[src/core/alarm_regs_pkg.sv]
package alarm_regs_pkg;
    // ------------------------------------------------------------
    // register offsets, page 0
    // ------------------------------------------------------------
    localparam logic [6:0] aux_config_addr = 7'h06;
    localparam logic [6:0] range_base_addr = 7'h10;
    localparam logic [6:0] range_last_addr = 7'h13;
    localparam logic [6:0] temp_flags_addr = 7'h20;
    localparam logic [6:0] latched_lower_addr = 7'h21;
    localparam logic [6:0] live_lower_addr = 7'h22;
    localparam logic [6:0] latched_upper_addr = 7'h23;
    localparam logic [6:0] live_upper_addr = 7'h24;
    localparam logic [6:0] bank_select_addr = 7'h7f;
    // ------------------------------------------------------------
    // register offsets, page 1
    // ------------------------------------------------------------
    localparam logic [6:0] temp_low_upper_addr = 7'h00;
    localparam logic [6:0] temp_high_lower_addr = 7'h03;
    localparam logic [6:0] chan_limit_base_addr = 7'h04;
    localparam logic [6:0] chan_limit_last_addr = 7'h23;
    // ------------------------------------------------------------
    // fields and reset values
    // ------------------------------------------------------------
    localparam int even_range_lsb = 4;
    localparam int odd_range_lsb = 0;
    localparam int pin_function_bit = 3;
    localparam logic [7:0] range_reset = 8'h11;
    localparam logic [7:0] limit_reset = 8'h00;
    localparam logic [7:0] aux_reset = 8'h00;
    localparam logic [2:0] range_pm10 = 3'h1;
    localparam int limit_regs = 36;
    localparam int chans = 8;
endpackage

[src/core/adc_range_alarm_registers.sv]
// Behaviour
// - range register bits 6:4 hold even channel code, pairs at 10h-13h
// - range register bits 2:0 hold odd channel code
// - codes 1,2,3,5,6 valid; 0,4,7 reserved and not to be written
// - converted channel's programmed range is applied in any scan mode
// - active flag follows the alarm condition
// - tripped flag sets with active flag, holds until read
// - temp flags: tripped low 7, high 6, active low 5, high 4
// - 21h-24h hold tripped/active for channels 0-3 and 4-7
// - alarm raises the pin; host answers by reading flags
// - bit 0 of 7Fh selects the page, persisting until changed
// - page 0 selected after reset
// - upper byte margin 7:4, limit 11:8; lower byte limit 7:0
// - page 1 00h-03h hold temperature low then high limits
// - margin 0 means none, k means plus or minus k lsb
// - pin acts as alarm output when pin function bit is zero
// - page 1 04h-23h hold four limit bytes per channel
`timescale 1ns/1ps
`default_nettype none
module adc_range_alarm_registers (
    input wire logic mclk,
    input wire logic rst_n,
    input wire logic reg_wr,
    input wire logic reg_rd,
    input wire logic [6:0] reg_addr,
    input wire logic [7:0] reg_wdata,
    output logic [7:0] reg_rdata,
    input wire logic conv_valid,
    input wire logic conv_temp,
    input wire logic [2:0] conv_chan,
    input wire logic [11:0] conv_data,
    output logic [2:0] conv_range,
    input wire logic pd_pin_in,
    output logic alarm_or_powerdown_pin,
    output logic alarm_or_powerdown_oe,
    output logic powerdown_req
);
    localparam int nsrc = alarm_regs_pkg::chans + 1;

    logic [7:0] range_r [4];
    logic [7:0] range_nxt [4];
    // page 1 is nothing but limit bytes, four per alarm source
    logic [7:0] limit_r [alarm_regs_pkg::limit_regs];
    logic [7:0] limit_nxt [alarm_regs_pkg::limit_regs];
    logic page_r;
    logic page_nxt;
    logic [7:0] aux_r;
    logic [7:0] aux_nxt;
    logic [7:0] rdata_r;
    logic [7:0] rdata_nxt;
    logic [2:0] crange_r;
    logic [2:0] crange_nxt;
    logic pin_r;
    logic pin_nxt;
    logic oe_r;
    logic oe_nxt;
    logic pd_r;
    logic pd_nxt;
    logic [nsrc-1:0] trip_lo_r;
    logic [nsrc-1:0] trip_lo_nxt;
    logic [nsrc-1:0] trip_hi_r;
    logic [nsrc-1:0] trip_hi_nxt;
    logic [nsrc-1:0] act_lo;
    logic [nsrc-1:0] act_hi;
    logic [nsrc-1:0] clr_lo;
    logic [nsrc-1:0] clr_hi;
    logic pd_sync;

    // bytes come in as arguments so the connection follows every write
    function automatic logic [15:0] limit_word(input logic [7:0] upper,
                                               input logic [7:0] lower);
        limit_word = {upper, lower};
    endfunction

    // gather two flag bits per channel, lowest channel at the top
    function automatic logic [7:0] pack4(input logic [3:0] lo,
                                         input logic [3:0] hi);
        logic [7:0] v;
        v = 8'h00;
        for (int i = 0; i < 4; i++) begin
            v[7-2*i] = lo[i];
            v[6-2*i] = hi[i];
        end
        pack4 = v;
    endfunction

    // ------------------------------------------------------------
    // alarm comparators: index 8 is the temperature sensor
    // ------------------------------------------------------------
    for (genvar g = 0; g < nsrc; g++) begin : g_cmp
        localparam int base = (g == alarm_regs_pkg::chans) ? 0 : 4 + 4*g;
        logic hit;
        assign hit = conv_valid && ((g == alarm_regs_pkg::chans)
            ? conv_temp : (!conv_temp && conv_chan == 3'(g)));
        // every comparator sees each result; hit picks out its own
        // live flag tracks condition
        alarm_compare u_cmp (
            .mclk(mclk),
            .rst_n(rst_n),
            .sample_valid(hit),
            .sample(conv_data),
            .low_limit(limit_word(limit_r[base], limit_r[base + 1])),
            .high_limit(limit_word(limit_r[base + 2], limit_r[base + 3])),
            .low_active(act_lo[g]),
            .high_active(act_hi[g])
        );
    end

    sync2 u_pd_sync (
        .mclk(mclk),
        .rst_n(rst_n),
        .d(pd_pin_in),
        .q(pd_sync)
    );

    // ------------------------------------------------------------
    // elaboration checks
    // ------------------------------------------------------------
    // limit storage must hold four bytes for every alarm source
    if (alarm_regs_pkg::limit_regs != 4 * nsrc) begin : g_bad_limits
        $error("limit storage does not match alarm sources");
    end

    // ------------------------------------------------------------
    // register access
    // ------------------------------------------------------------
    always_comb begin
        for (int i = 0; i < 4; i++) begin
            range_nxt[i] = range_r[i];
        end
        for (int i = 0; i < alarm_regs_pkg::limit_regs; i++) begin
            limit_nxt[i] = limit_r[i];
        end
        page_nxt = page_r;
        aux_nxt = aux_r;
        rdata_nxt = rdata_r;
        clr_lo = '0;
        clr_hi = '0;
        if (reg_wr) begin
            if (reg_addr == alarm_regs_pkg::bank_select_addr) begin
                page_nxt = reg_wdata[0];
            end else if (page_r) begin
                if (reg_addr <= alarm_regs_pkg::chan_limit_last_addr) begin
                    limit_nxt[reg_addr[5:0]] = reg_wdata;
                end
            end else if (reg_addr == alarm_regs_pkg::aux_config_addr) begin
                aux_nxt = reg_wdata;
            end else if (reg_addr >= alarm_regs_pkg::range_base_addr &&
                         reg_addr <= alarm_regs_pkg::range_last_addr) begin
                // bits 7 and 3 forced low, host should write zero
                range_nxt[reg_addr[1:0]] = reg_wdata & 8'h77;
            end
        end
        if (reg_rd) begin
            // unmapped reads give zero, never stale data
            rdata_nxt = 8'h00;
            if (reg_addr == alarm_regs_pkg::bank_select_addr) begin
                rdata_nxt = {7'h00, page_r};
            end else if (page_r) begin
                // limit bytes returned whole, upper and lower alike
                if (reg_addr <= alarm_regs_pkg::chan_limit_last_addr) begin
                    rdata_nxt = limit_r[reg_addr[5:0]];
                end
            end else begin
                case (reg_addr)
                    alarm_regs_pkg::aux_config_addr: rdata_nxt = aux_r;
                    alarm_regs_pkg::temp_flags_addr: begin
                        // temp flag layout, low nibble zero
                        rdata_nxt = {trip_lo_r[8], trip_hi_r[8],
                                     act_lo[8], act_hi[8], 4'h0};
                        clr_lo[8] = trip_lo_r[8];
                        clr_hi[8] = trip_hi_r[8];
                    end
                    alarm_regs_pkg::latched_lower_addr: begin
                        rdata_nxt = pack4(trip_lo_r[3:0], trip_hi_r[3:0]);
                        clr_lo[3:0] = trip_lo_r[3:0];
                        clr_hi[3:0] = trip_hi_r[3:0];
                    end
                    alarm_regs_pkg::live_lower_addr:
                        rdata_nxt = pack4(act_lo[3:0], act_hi[3:0]);
                    alarm_regs_pkg::latched_upper_addr: begin
                        rdata_nxt = pack4(trip_lo_r[7:4], trip_hi_r[7:4]);
                        clr_lo[7:4] = trip_lo_r[7:4];
                        clr_hi[7:4] = trip_hi_r[7:4];
                    end
                    alarm_regs_pkg::live_upper_addr:
                        rdata_nxt = pack4(act_lo[7:4], act_hi[7:4]);
                    default: begin
                        if (reg_addr >= alarm_regs_pkg::range_base_addr &&
                            reg_addr <= alarm_regs_pkg::range_last_addr)
                            rdata_nxt = range_r[reg_addr[1:0]];
                    end
                endcase
            end
        end
    end

    // ------------------------------------------------------------
    // register file
    // ------------------------------------------------------------
    always_ff @(posedge mclk or negedge rst_n) begin
        if (!rst_n) begin
            for (int i = 0; i < 4; i++) begin
                range_r[i] <= alarm_regs_pkg::range_reset;
            end
            for (int i = 0; i < alarm_regs_pkg::limit_regs; i++) begin
                limit_r[i] <= alarm_regs_pkg::limit_reset;
            end
            page_r <= 1'b0;
            aux_r <= alarm_regs_pkg::aux_reset;
            rdata_r <= 8'h00;
        end else begin
            range_r <= range_nxt;
            limit_r <= limit_nxt;
            page_r <= page_nxt;
            aux_r <= aux_nxt;
            rdata_r <= rdata_nxt;
        end
    end

    // ------------------------------------------------------------
    // tripped flags
    // ------------------------------------------------------------
    always_comb begin
        // clear only returned bits, set wins
        trip_lo_nxt = (trip_lo_r & ~clr_lo) | act_lo;
        trip_hi_nxt = (trip_hi_r & ~clr_hi) | act_hi;
    end

    always_ff @(posedge mclk or negedge rst_n) begin
        if (!rst_n) begin
            trip_lo_r <= '0;
            trip_hi_r <= '0;
        end else begin
            trip_lo_r <= trip_lo_nxt;
            trip_hi_r <= trip_hi_nxt;
        end
    end

    // ------------------------------------------------------------
    // range lookup and pin
    // ------------------------------------------------------------
    always_comb begin
        crange_nxt = crange_r;
        if (conv_valid && !conv_temp) begin
            crange_nxt = conv_chan[0]
                ? range_r[conv_chan[2:1]][alarm_regs_pkg::odd_range_lsb+:3]
                : range_r[conv_chan[2:1]][alarm_regs_pkg::even_range_lsb+:3];
        end
        // pin is alarm output when function bit is zero
        // any tripped alarm raises the pin
        oe_nxt = !aux_r[alarm_regs_pkg::pin_function_bit];
        // a tripped flag holds the pin until the host has read it
        pin_nxt = oe_nxt && ((|trip_lo_r) || (|trip_hi_r));
        // the pin level only counts while the pin is an input
        pd_nxt = !oe_nxt && pd_sync;
    end

    // reset leaves the pin an alarm output, as the aux reset implies
    always_ff @(posedge mclk or negedge rst_n) begin
        if (!rst_n) begin
            crange_r <= alarm_regs_pkg::range_pm10;
            pin_r <= 1'b0;
            oe_r <= 1'b1;
            pd_r <= 1'b0;
        end else begin
            crange_r <= crange_nxt;
            pin_r <= pin_nxt;
            oe_r <= oe_nxt;
            pd_r <= pd_nxt;
        end
    end

    assign reg_rdata = rdata_r;
    assign conv_range = crange_r;
    assign alarm_or_powerdown_pin = pin_r;
    assign alarm_or_powerdown_oe = oe_r;
    assign powerdown_req = pd_r;
endmodule
`default_nettype wire

[src/core/alarm_compare.sv]
`timescale 1ns/1ps
`default_nettype none
module alarm_compare (
    input wire logic mclk,
    input wire logic rst_n,
    input wire logic sample_valid,
    input wire logic [11:0] sample,
    input wire logic [15:0] low_limit,
    input wire logic [15:0] high_limit,
    output logic low_active,
    output logic high_active
);
    logic low_r, low_nxt, high_r, high_nxt;
    logic [12:0] hi_release, lo_release;

    // ------------------------------------------------------------
    // hysteresis comparator
    // ------------------------------------------------------------
    always_comb begin
        hi_release = {1'b0, high_limit[11:0]} - {9'h000, high_limit[15:12]};
        lo_release = {1'b0, low_limit[11:0]} + {9'h000, low_limit[15:12]};
        low_nxt = low_r;
        high_nxt = high_r;
        if (sample_valid) begin
            if ({1'b0, sample} > {1'b0, high_limit[11:0]}) begin
                high_nxt = 1'b1;
            // a margin above the limit leaves no release point at all
            end else if (!hi_release[12] && {1'b0, sample} < hi_release) begin
                high_nxt = 1'b0;
            end
            if ({1'b0, sample} < {1'b0, low_limit[11:0]}) begin
                low_nxt = 1'b1;
            end else if ({1'b0, sample} > lo_release) begin
                low_nxt = 1'b0;
            end
        end
    end

    always_ff @(posedge mclk or negedge rst_n) begin
        if (!rst_n) begin
            low_r <= 1'b0;
            high_r <= 1'b0;
        end else begin
            low_r <= low_nxt;
            high_r <= high_nxt;
        end
    end

    assign low_active = low_r;
    assign high_active = high_r;
endmodule
`default_nettype wire

[src/core/sync2.sv]
`timescale 1ns/1ps
`default_nettype none
module sync2 (
    input wire logic mclk,
    input wire logic rst_n,
    input wire logic d,
    output logic q
);
    logic s1_r, s2_r;

    // ------------------------------------------------------------
    // two-stage synchroniser
    // ------------------------------------------------------------
    always_ff @(posedge mclk or negedge rst_n) begin
        if (!rst_n) begin
            s1_r <= 1'b0;
            s2_r <= 1'b0;
        end else begin
            s1_r <= d;
            s2_r <= s1_r;
        end
    end

    assign q = s2_r;
endmodule
`default_nettype wire

[config.mk]
export PLATFORM = sky130hd
export DESIGN_NAME = adc_range_alarm_registers
export DESIGN_NICKNAME = d
export VERILOG_FILES = /design/src/core/alarm_regs_pkg.sv /design/src/core/adc_range_alarm_registers.sv /design/src/core/alarm_compare.sv /design/src/core/sync2.sv
export SDC_FILE = /design/constraint.sdc
export NUM_CORES = 1
export LEC_CHECK = 0
export BUFFER_PORTS_ARGS = -buffer_cell sky130_fd_sc_hd__buf_2
export CAP_MARGIN = 40
export CORE_UTILIZATION = 62
export DETAILED_ROUTE_END_ITERATION = 8
export HOLD_SLACK_MARGIN = 0.15
export MAX_ROUTING_LAYER = met4
export PLACE_DENSITY = 0.79
export SYNTH_ARGS = -nofsm -noshare
export SYNTH_HDL_FRONTEND = slang
export SYNTH_SLANG_ARGS = --single-unit
[constraint.sdc]
create_clock -name mclk -period 9.7 [get_ports mclk]
set_input_delay 1.455 -clock mclk [delete_from_list [all_inputs] [get_ports mclk]]
set_output_delay 1.455 -clock mclk [all_outputs]
set_load 0.03 [all_outputs]
==> reports/results.ini <==
[setup_path]
critPathRequiredTime_ps=10160
crit_fanout=43
setup.worst_path.start=reg_addr[2]
ff2ff_path_depth=15
worstSetupPathType=in2reg
critical_path.endpoint=limit_r[48]
cp.arrival_ps=4590
cp-start-kind=primary input
worstSetupEndpointType=flip-flop
rrSetupSlack_ps=5860
timing.rr.start=limit_r[269]
r2r-end=g_cmp[8].u_cmp.high_active

[logic_synthesis]
syn_inst=3222
yosysTopAreaCell=dfrtp_1
ys_warn_count=0
ys_top_cells_by_count=486 x ha_1, 363 x dfrtp_1, 282 x o21ai_0, 271 x inv_1, 268 x nand2_1
synth_cell_types=78
synth_ff_type=dfrtp_1
netlist.area_leader.share_pct=29.1
synth_enable_flop_cells=0
syn_nets=3763
async_flop_share_pct=100
ys_ff_latch=373
syn_area_mm2=0.0312
ys_seq_area_share_pct=29.9
syn_area_per_cell_um2=9.69
synthTopCellsByArea=dfrtp_1 29%, ha_1 19%, mux2_2 5.7%, mux4_2 5.6%, o21ai_0 4.5%
yosysMostFrequentCell=ha_1

[clocking]
cts_buffers=43
root_buffer=clkbuf_16
cts_buffer_depth=3
post_cts_buffers=0
clkTransAtPathRegs_ps=60
cts_tree=yes
cts_resized=0
holdBufCountCts=0
h-tree-depth=2
clkLatencyLatePin_ps=590
cts.sinks=373

[timing]
post-route-period-util_pct=42.5
min_period_ps=4120
hold_viol_final=0
fmax_mhz=242
final_max_slew_viol_count=0
final.setup.tns_ps=0
tightest_slew_ps=973
skew_ps=16.7
grt_setup_unrepaired=no
maxSlewHeadroom_pct=34.9
setup_viol=0

[routing]
first_pass_iters=6
via_count=27100
postRouteWirelength_mm=105
ant_nets=0
viasPerCell=6.85
drt_iter0_markers=3440
wire_per_inst_um=26.5
drc=0

[global_route]
overflow=0
grt_start_max_net_pins=133
grt.total_usage_pct=42.9
antenna_found_initial=4
grt_pass1_wl_mm=160
grt_pass1_vias=27400

[floorplanning]
ioPinCount=51
design.die.area_mm2=0.0513
num_rows=81
die_y_um=226
coreArea_mm2=0.0494
die_w_um=226
initial_core_util_pct=63.3

[cells_and_area]
syn2layout_area_growth_pct=8.00
fin_util_pct=68.3
stdcell_count=3965
design_area_mm2=0.0337
area.sequential_mm2=0.00935
fill_cells=3810
multi_input_area_mm2=0.0204
final_layout_size_suffix_gt1_share_pct=13.2
layout.nets=3805

[worst_hold_path]
hp-class=reg2reg

[place]
place_area_mm2=0.0323
io_buffers=50
hpwl_mm=73.7
dp_cells=3881
gp_congestion=1.03

[flow_run]
drv_cap=0

[run_status]
outcome=finished, final reports clean

[power]
cellLeakagePower_nw=16.0
power.density_mw_per_mm2=117
ir_drop_mv=0.134

-- worst min path at each step --
stage	startpoint	endpoint	cells after the start
floorplan	u_pd_sync.s1_r	u_pd_sync.q	0
detailed placement	u_pd_sync.s1_r	u_pd_sync.q	0
CTS	u_pd_sync.s1_r	u_pd_sync.q	0
global route	u_pd_sync.s1_r	u_pd_sync.q	0
finish	u_pd_sync.s1_r	u_pd_sync.q	0
global placement	u_pd_sync.s1_r	u_pd_sync.q	0
-- power by group --
group | total [mW] | internal (mW) | switching [mW]
clock | 1.71 | 1.00 | 0.703
combinational | 0.601 | 0.215 | 0.385
sequential | 1.65 | 1.60 | 0.0548
-- area by class of cell --
type | count | share of cell area [%]
diodes | 4 | 0.0297
clock buffers | 61 | 3.69
multi-input cells | 2479 | 60.4
inverters | 273 | 3.04
flip-flops and latches | 373 | 27.7
repair buffers | 94 | 2.03
clock inverters | 17 | 0.594
well taps | 664 | 2.46
-- state kept, by name, indices dropped and copies added, names as in the netlist --
signal,cells
alarm_or_powerdown_oe,1
alarm_or_powerdown_pin,1
aux_r,8
conv_range,3
g_cmp.u_cmp.high_active,9
g_cmp.u_cmp.low_active,9
limit_r,288
page_r,1
powerdown_req,1
range_r,24
reg_rdata,8
trip_hi_r,9
trip_lo_r,9
u_pd_sync.q,1
u_pd_sync.s1_r,1
-- critical path: stages --
cell     delay, ps
buf_2           80
buf_4          520
nor2b_1        520
nand4_1        620
nor2_1         910
mux2_2         420
-- per-layer routing --
metal / track usage, % / up-vias / wire, um
met2: 63.4 / 1714 / 45600
met1: 55.1 / 13100 / 40400
met3: 9.93 / 437 / 12900
li1: - / 11900 / -
met4: 22.0 / 0 / 6190
met5: - / - / 0
-- stage by stage --
| step | hold slack, ps | power, mW | worst slack, ps |
|---|---|---|---|
| global route | 383 | 4.07 | 5510 |
| floorplan | 331 | 1.99 | 6450 |
| finish | 366 | 3.96 | 5580 |
| CTS | 375 | 3.94 | 5750 |
| detailed placement | 349 | 2.26 | 5150 |
| global placement | 346 | 2.22 | 5050 |
-- layout by cell type, fill, tap and decap left out, types with 77 or more instances in the layout --
cell type / Yosys / layout
a21o_1: 86 / 86
a21oi_1: 136 / 136
nor2_1: 120 / 120
nand2_1: 268 / 268
o21ai_0: 282 / 282
mux4_2: 77 / 77
dfrtp_1: 363 / 363
inv_1: 271 / 271
xnor2_1: 153 / 153
ha_1: 486 / 486
mux2_2: 157 / 157
-- cells by family after synthesis --
logic type | Yosys count | share of synthesized area (%)
AND/OR/NAND/NOR | 797 | 12.7
AO/OA/AOI/OAI | 742 | 14.9
adder cells (fa/ha/maj) | 504 | 20.6
flip-flops | 373 | 29.9
buffers and inverters | 370 | 4.82
multiplexers | 264 | 12.2
XOR/XNOR | 172 | 4.82
Power figures use the tool's default switching activity.
